File: src/dag_pkg.sv
// Constants, types and decode helpers for the data address generator
package dag_pkg;

  localparam int          NUM_PTR        = 3;
  // Pointer n block starts at PTR_BASE0 - n*PTR_STRIDE
  localparam logic [11:0] PTR_BASE0      = 12'hfe9;
  localparam logic [11:0] PTR_STRIDE     = 12'h008;
  localparam logic [2:0]  OFS_LOW        = 3'h0;
  localparam logic [2:0]  OFS_HIGH       = 3'h1;
  localparam logic [2:0]  OFS_INDEXED_BY_ACCUMULATOR_OPERAND      = 3'h2;
  localparam logic [2:0]  OFS_POSTDEC    = 3'h4;
  localparam logic [2:0]  OFS_POSTINC    = 3'h5;
  localparam logic [2:0]  OFS_INDIRECT_OPERAND       = 3'h6;
  localparam logic [11:0] IND_OPERAND_1  = 12'hfe7;
  localparam logic [11:0] BSR_ADDR       = 12'hfe0;
  localparam logic [7:0]  ACCESS_SPLIT   = 8'h80;
  localparam logic [3:0]  ACCESS_LO_BANK = 4'h0;
  localparam logic [3:0]  ACCESS_HI_BANK = 4'hf;
  localparam int          D_BIT          = 9;
  localparam int          A_BIT          = 8;
  localparam logic [11:0] PTR_RST        = 12'h000;
  localparam logic [3:0]  BSR_RST        = 4'h0;
  localparam logic [7:0]  ZERO_BYTE      = 8'h00;

  typedef enum logic [2:0] {
    CLS_INHERENT,
    CLS_LITERAL,
    CLS_BRANCH,
    CLS_BYTE,
    CLS_BIT,
    CLS_FULL_MOVE
  } dag_cls_e;

  typedef struct packed {
    logic       valid;
    logic       write;
    logic       last;
    logic       implicit_acc;
    dag_cls_e   cls;
    logic [15:0] opcode;
    logic [15:0] ext;
    logic [7:0] acc;
    logic [7:0] wdata;
  } dag_req_s;

  typedef struct packed {
    logic       hit;
    logic [1:0] idx;
    logic [2:0] ofs;
  } dag_hit_s;

  // Which pointer block an address falls in, and where inside it
  function automatic dag_hit_s dag_match(input logic [11:0] addr);
    dag_hit_s    h;
    logic [11:0] diff;
    h = '0;
    diff = 12'h000;
    for (int n = 0; n < NUM_PTR; n++) begin
      diff = addr - (PTR_BASE0 - PTR_STRIDE * 12'(n));
      if (diff <= {9'h000, OFS_INDIRECT_OPERAND}) begin
        h.hit = 1'b1;
        h.idx = 2'(n);
        h.ofs = diff[2:0];
      end
    end
    return h;
  endfunction : dag_match

  function automatic logic dag_virtual(input dag_hit_s h);
    return h.hit && (h.ofs >= OFS_INDEXED_BY_ACCUMULATOR_OPERAND);
  endfunction : dag_virtual

endpackage : dag_pkg

File: src/dag_core.sv
// Operand address generation, pointer registers and result routing
`timescale 1ns/100ps
module dag_core
  import dag_pkg::*;
(
  input  wire logic        clk_in,
  input  wire logic        sys_rst_in,
  input  wire dag_req_s    req_in,
  input  wire logic [7:0]  mem_rdata_in,
  output logic [11:0]      mem_addr_out,
  output logic             mem_rd_out,
  output logic             mem_wr_out,
  output logic [7:0]       mem_wdata_out,
  output logic             acc_wr_out,
  output logic [7:0]       acc_wdata_out,
  output logic             literal_valid_out,
  output logic [7:0]       literal_out,
  output logic             target_valid_out,
  output logic [19:0]      target_out,
  output logic             global_op_out,
  output logic             rd_valid_out,
  output logic [7:0]       rd_data_out
);

  ////////////////////////////////////////////////////////////////////////////
  // State

  logic [11:0] ptr_q [NUM_PTR];
  logic [3:0]  bsr_q;
  logic        rsel_mem_q;
  logic        rsel_int_q;
  logic [7:0]  int_data_q;

  logic        mem_cls;
  logic [11:0] eff1;
  dag_hit_s    h1;
  dag_hit_s    h2;
  logic        is_ind;
  logic [11:0] ptr_sel;
  logic [11:0] eff2;
  logic        nested;
  logic        self_wr;
  logic        ptr_byte;
  logic        internal;
  logic        to_acc;
  logic        to_file;
  logic        file_wr;
  logic        rd_req;
  logic [7:0]  int_rdata;
  logic        ptr_wr_lo [NUM_PTR];
  logic        ptr_wr_hi [NUM_PTR];
  logic        ptr_inc   [NUM_PTR];
  logic        ptr_dec   [NUM_PTR];

  ////////////////////////////////////////////////////////////////////////////
  // Address resolution

  always_comb begin
    mem_cls = req_in.cls inside {CLS_BYTE, CLS_BIT, CLS_FULL_MOVE};
    eff1 = 12'h000;
    case (req_in.cls)
      CLS_BYTE, CLS_BIT: begin
        if (req_in.opcode[A_BIT]) begin
          eff1 = {bsr_q, req_in.opcode[7:0]};
        end else if (req_in.opcode[7:0] < ACCESS_SPLIT) begin
          eff1 = {ACCESS_LO_BANK, req_in.opcode[7:0]};
        end else begin
          eff1 = {ACCESS_HI_BANK, req_in.opcode[7:0]};
        end
      end
      CLS_FULL_MOVE: begin
        // Both words hold whole addresses, bank select never enters
        eff1 = req_in.write ? req_in.ext[11:0]
                            : req_in.opcode[11:0];
      end
      default: begin
        eff1 = 12'h000;
      end
    endcase
  end

  always_comb begin
    h1 = dag_match(eff1);
    is_ind = req_in.valid && mem_cls && dag_virtual(h1);
    ptr_sel = ptr_q[h1.idx];
    if (is_ind && (h1.ofs == OFS_INDEXED_BY_ACCUMULATOR_OPERAND)) begin
      // Signed index, pointer itself left alone
      eff2 = ptr_sel + {{4{req_in.acc[7]}}, req_in.acc};
    end else if (is_ind) begin
      eff2 = ptr_sel;
    end else begin
      eff2 = eff1;
    end
    h2 = dag_match(eff2);
    nested = is_ind && dag_virtual(h2);
    ptr_byte = h2.hit && (h2.ofs <= OFS_HIGH);
    // A result bound for the accumulator never lands in the pointer
    self_wr = is_ind && req_in.write && to_file && ptr_byte
              && (h2.idx == h1.idx);
    internal = ptr_byte || (eff2 == BSR_ADDR);
  end

  ////////////////////////////////////////////////////////////////////////////
  // Destination routing

  always_comb begin
    to_acc = 1'b0;
    to_file = 1'b0;
    case (req_in.cls)
      CLS_BYTE: begin
        to_file = req_in.opcode[D_BIT];
        to_acc = !req_in.opcode[D_BIT];
      end
      CLS_BIT, CLS_FULL_MOVE: begin
        to_file = !req_in.implicit_acc;
        to_acc = req_in.implicit_acc;
      end
      CLS_INHERENT, CLS_LITERAL: begin
        to_acc = req_in.implicit_acc || (req_in.cls == CLS_LITERAL);
      end
      default: begin
        to_acc = 1'b0;
      end
    endcase
    file_wr = req_in.valid && req_in.write && to_file && !nested;
    rd_req = req_in.valid && !req_in.write && mem_cls;
  end

  always_comb begin
    if (nested) begin
      int_rdata = ZERO_BYTE;
    end else if (eff2 == BSR_ADDR) begin
      int_rdata = {4'h0, bsr_q};
    end else if (h2.ofs == OFS_HIGH) begin
      int_rdata = {4'h0, ptr_q[h2.idx][11:8]};
    end else begin
      int_rdata = ptr_q[h2.idx][7:0];
    end
  end

  ////////////////////////////////////////////////////////////////////////////
  // Pointer update controls

  always_comb begin
    for (int n = 0; n < NUM_PTR; n++) begin
      ptr_wr_lo[n] = file_wr && internal && h2.hit
                     && (h2.idx == 2'(n)) && (h2.ofs == OFS_LOW);
      ptr_wr_hi[n] = file_wr && internal && h2.hit
                     && (h2.idx == 2'(n)) && (h2.ofs == OFS_HIGH);
      // Only the closing access of an instruction moves the pointer
      ptr_inc[n] = is_ind && req_in.last && !self_wr
                   && (h1.idx == 2'(n)) && (h1.ofs == OFS_POSTINC);
      ptr_dec[n] = is_ind && req_in.last && !self_wr
                   && (h1.idx == 2'(n)) && (h1.ofs == OFS_POSTDEC);
    end
  end

  always_ff @(posedge clk_in) begin
    for (int n = 0; n < NUM_PTR; n++) begin
      if (sys_rst_in) begin
        ptr_q[n] <= PTR_RST;
      end else if (ptr_wr_lo[n]) begin
        ptr_q[n][7:0] <= req_in.wdata;
      end else if (ptr_wr_hi[n]) begin
        ptr_q[n][11:8] <= req_in.wdata[3:0];
      end else if (ptr_inc[n]) begin
        ptr_q[n] <= ptr_q[n] + 12'h001;
      end else if (ptr_dec[n]) begin
        ptr_q[n] <= ptr_q[n] - 12'h001;
      end
    end
  end

  always_ff @(posedge clk_in) begin
    if (sys_rst_in) begin
      bsr_q <= BSR_RST;
    end else if (file_wr && (eff2 == BSR_ADDR)) begin
      bsr_q <= req_in.wdata[3:0];
    end
  end

  ////////////////////////////////////////////////////////////////////////////
  // Memory side, one cycle after the request

  always_ff @(posedge clk_in) begin
    if (sys_rst_in) begin
      mem_addr_out <= 12'h000;
      mem_rd_out <= 1'b0;
      mem_wr_out <= 1'b0;
      mem_wdata_out <= 8'h00;
    end else begin
      mem_addr_out <= eff2;
      // Other special registers go out like any direct access
      mem_rd_out <= rd_req && !nested && !internal;
      mem_wr_out <= file_wr && !internal;
      mem_wdata_out <= req_in.wdata;
    end
  end

  always_ff @(posedge clk_in) begin
    if (sys_rst_in) begin
      acc_wr_out <= 1'b0;
      acc_wdata_out <= 8'h00;
    end else begin
      acc_wr_out <= req_in.valid && req_in.write && to_acc;
      acc_wdata_out <= req_in.wdata;
    end
  end

  ////////////////////////////////////////////////////////////////////////////
  // Literal, branch and inherent outputs

  always_ff @(posedge clk_in) begin
    if (sys_rst_in) begin
      literal_valid_out <= 1'b0;
      literal_out <= 8'h00;
      target_valid_out <= 1'b0;
      target_out <= 20'h00000;
      global_op_out <= 1'b0;
    end else begin
      literal_valid_out <= req_in.valid && (req_in.cls == CLS_LITERAL);
      literal_out <= req_in.opcode[7:0];
      target_valid_out <= req_in.valid && (req_in.cls == CLS_BRANCH);
      target_out <= {req_in.ext[11:0], req_in.opcode[7:0]};
      global_op_out <= req_in.valid && (req_in.cls == CLS_INHERENT)
                       && !req_in.implicit_acc;
    end
  end

  ////////////////////////////////////////////////////////////////////////////
  // Read answer, two cycles after the request

  always_ff @(posedge clk_in) begin
    if (sys_rst_in) begin
      rsel_mem_q <= 1'b0;
      rsel_int_q <= 1'b0;
      int_data_q <= 8'h00;
    end else begin
      rsel_mem_q <= rd_req && !nested && !internal;
      rsel_int_q <= rd_req && (nested || internal);
      int_data_q <= int_rdata;
    end
  end

  always_ff @(posedge clk_in) begin
    if (sys_rst_in) begin
      rd_valid_out <= 1'b0;
      rd_data_out <= 8'h00;
    end else begin
      rd_valid_out <= rsel_mem_q || rsel_int_q;
      rd_data_out <= rsel_int_q ? int_data_q : mem_rdata_in;
    end
  end

  ////////////////////////////////////////////////////////////////////////////
  // Checks

  logic [7:0]  chk_lsb;
  logic        chk_dir;
  logic [11:0] chk_ptr0;
  assign chk_lsb = req_in.opcode[7:0];
  assign chk_dir = req_in.valid && mem_cls && !is_ind && !internal;
  assign chk_ptr0 = ptr_q[0];
endmodule : dag_core

File: config.mk
export PLATFORM = sky130hd
export DESIGN_NAME = dag_core
export DESIGN_NICKNAME = d
export VERILOG_FILES = /design/src/dag_pkg.sv /design/src/dag_core.sv
export SDC_FILE = /design/constraint.sdc
export NUM_CORES = 1
export LEC_CHECK = 0
export ABC_AREA = 1
export BUFFER_PORTS_ARGS = -buffer_cell sky130_fd_sc_hd__buf_2
export CORE_UTILIZATION = 60
export DETAILED_ROUTE_END_ITERATION = 12
export GPL_TIMING_DRIVEN = 0
export HOLD_SLACK_MARGIN = 0.12
export PLACE_DENSITY = 0.88
export SLEW_MARGIN = 5
export SYNTH_ARGS = -nofsm -noshare
export SYNTH_HDL_FRONTEND = slang
export SYNTH_SLANG_ARGS = --single-unit
File: constraint.sdc
create_clock -name clk_in -period 10.6 [get_ports clk_in]
set_input_delay 0 -clock clk_in [delete_from_list [all_inputs] [get_ports clk_in]]
set_output_delay 0 -clock clk_in [all_outputs]
set_load 0.01 [all_outputs]
==> flow_summary.ini <==
[synthesis]
synth_edf_count = 36
synth_seq_cells = 104
synth_nets = 1408
synth.distinct_cells = 55
seq_area_frac_synth = 0.277
synth_ff_type = dfxtp_1
synth_area_mm2 = 0.00881
synth-async-reset-ratio = 0
syn_avg_cell_area_um2 = 6.67
yosysWarnings = 0
synth_cells = 1321

[pwr]
total_power_mw = 1.06
ir_worst_vdd_mv = 0.0750
powerDensity_mw_per_mm2 = 101
p_leak_nw = 5.19

[clock_tree]
root_buffer = clkbuf_16
postCtsSetupRepairBufs = 0
clk_pin_slew_ps = 70
cts.sinks = 104
tritoncts = done
cts_max_level = 3
cts_max_path_buffers = 2
cts_buffers = 9
worst_skew_pair.late_latency_ps = 360

[sta]
setup_violations = 0
slew_viol_final = 0
worst_pin_slew_ps = 906
layout_min_cycle_time_ps = 8070
maxClockFrequency_mhz = 124
period_share = 0.762
tns_ps = 0
fin_worst_skew_ps = 9.45
relSlewSlack = 0.391
whs_ps = 239
rsz0062_at_grt = no
finalHoldViolations = 0

[layout]
multiInputGateArea_mm2 = 0.00539
final_cell_mix = 293 x nand2_1, 226 x nor2_1, 143 x inv_1
fillers = 1134
final_common_cell = nand2_1
seq_area_mm2 = 0.00244
n_antenna_cell = 0
num-nets-final = 1593
drive_gt1_frac = 0.195
area_delta_synth_final_pct = 18.9

[critical_path]
end_kind = flop
cp_slowest_cell = dlygate4sd3_1
max_stage_delay_ps = 530
startpoint_type = primary input
crit_type = in2reg
cp_max_fo = 10
required_ps = 10570
crit_top_cell = nand2_1
crit_arrival_ps = 8040

[global_routing]
grt-ovfl-total = 0
grt.busiest_layer = met2
use_met3 = 0.0530
antenna_found_initial = 0
grtUsageMet1 = 0.464
grt_util_met2 = 0.622
grt_start_max_net_pins = 18
grt_pass1_wl_mm = 43.9
first_global_vias = 8994
grt_usage = 0.377

[min_path]
hold_class = in2reg

[routing]
drt-wirelength-per-cell_um = 16.5
wirelength_mm = 28.0
drtIter0Drc = 1087
via_per_inst = 5.81
drc_errors = 0
ant_nets = 0
vias = 9823
dr.pass1.iters = 6

[placement]
portBuffers = 127
dp_hpwl_mm = 20.5
gp_congestion = 0.981

[floorplan]
dieArea_mm2 = 0.0152
core_area_mm2 = 0.0141
die_h_um = 123
die_w_um = 123
fp-row-count = 43
start_util = 0.625
io_pins = 136

[run]
maxCapViolCount = 0

[run_status]
outcome = finished clean
-- state kept, by name (all words and copies together) (netlist names), 4 cells and up --
register / flops
literal_out: 7
int_data_q: 8
mem_addr_out: 12
rd_data_out: 8
ptr_q: 36
acc_wdata_out: 8
target_out: 13
bsr_q: 4
-- final cells by class --
cell class              count  share of cell area
inverters                 168              0.0604
well taps                 180              0.0215
clock inverters             4             0.00514
clock buffers              12              0.0266
repair buffers            174               0.106
flip-flops and latches    104               0.233
multi-input cells        1000               0.515
plain buffers              49              0.0327
-- Yosys cell counts, types with 3 or more instances --
cell type  instances  share of area
nand3b_1           5         0.0043
o21ai_1           20          0.011
xor2_1            50          0.050
o21ai_0           53          0.030
nor3_1            25          0.014
o21ai_2            3         0.0030
nand2_1          293           0.12
a31oi_1            6         0.0043
nor2_1           226          0.096
nand2_2           23          0.016
ha_1              21          0.030
buf_6             11          0.014
inv_1            143          0.061
a21oi_1           38          0.022
inv_2             22         0.0094
nand3_1           92          0.052
buf_4             20          0.017
a21oi_2            5         0.0050
nor2_4             6         0.0077
a211oi_1           3         0.0026
nand4_1           32          0.023
nand3_2           11          0.012
edfxtp_1          36           0.12
nand3_4            9          0.018
o22ai_1            8         0.0057
clkbuf_1          13         0.0055
nor2_2            11         0.0078
buf_1              4         0.0017
dfxtp_1           68           0.15
nand2_4           16          0.020
o211ai_1           5         0.0043
o221ai_1           4         0.0040
xnor2_1            6         0.0060
-- stage by stage --
| step | cell area (µm²) | util | std cells | setup WS [ps] |
|---|---|---|---|---|
| after CTS | 10500 | 0.743 | 1691 | 2710 |
| final | 10500 | 0.743 | 1691 | 2530 |
| after detailed placement | 9670 | 0.686 | 1628 | 2940 |
| after global routing | 10500 | 0.743 | 1691 | 1960 |
| after global placement | 9670 | 0.686 | 1628 | 3050 |
| after floorplan | 8810 | - | 1321 | 4700 |
-- critical path: cells and delay by family --
family | cells | cell delay, ps
XOR/XNOR | 1 | 140
AND/OR/NAND/NOR | 33 | 4330
adder cells (fa/ha/maj) | 3 | 890
AO/OA/AOI/OAI | 7 | 1500
buffers and inverters | 5 | 1160
-- report_power, final --
part           internal [mW]  leakage (nW)  switching [mW]
clock                  0.214         0.164           0.167
sequential             0.427         0.934         0.00970
combinational         0.0864          4.10           0.158
-- worst paths after layout --
kind | start | endpoint | slack, ps | cells after the start
hold reg to reg | int_data_q[0]$_SDFF_PP0_ | rd_data_out[0]$_SDFF_PP0_ | 460 | 2
setup reg to reg | bsr_q[2]$_SDFFE_PP0P_ | ptr_q[0][0]$_DFFE_PP_ | 3590 | 45
hold / removal | req_in[8] | mem_addr_out[0]$_SDFF_PP0_ | 240 | 5
setup / recovery | req_in[48] | ptr_q[0][0]$_DFFE_PP_ | 2530 | 49
-- what timing repair did --
item | 4_1_cts | 5_1_grt
hold buffers | 47 | 0
gates resized for setup | 0 | 0
hold endpoints to repair | 54 | 0
-- routing by layer --
layer / up-vias / share of wire
met4: 0 / 0.058
li1: 4644 / -
met5: - / 0
met1: 4484 / 0.39
met2: 570 / 0.47
met3: 125 / 0.085
-- cells by family (layout without fill, tap and decap cells) --
logic type	Yosys count	count (layout)	share of synthesized area
DFF	104	104	0.277
and+or+nand+nor	764	764	0.417
AOI/OAI and AO/OA	158	158	0.107
buffers and inverters	217	407	0.111
xor gates and xnor gates	56	56	0.0557
adders and majority gates	22	22	0.0321
No activity file was read; power rests on OpenSTA's default activity.
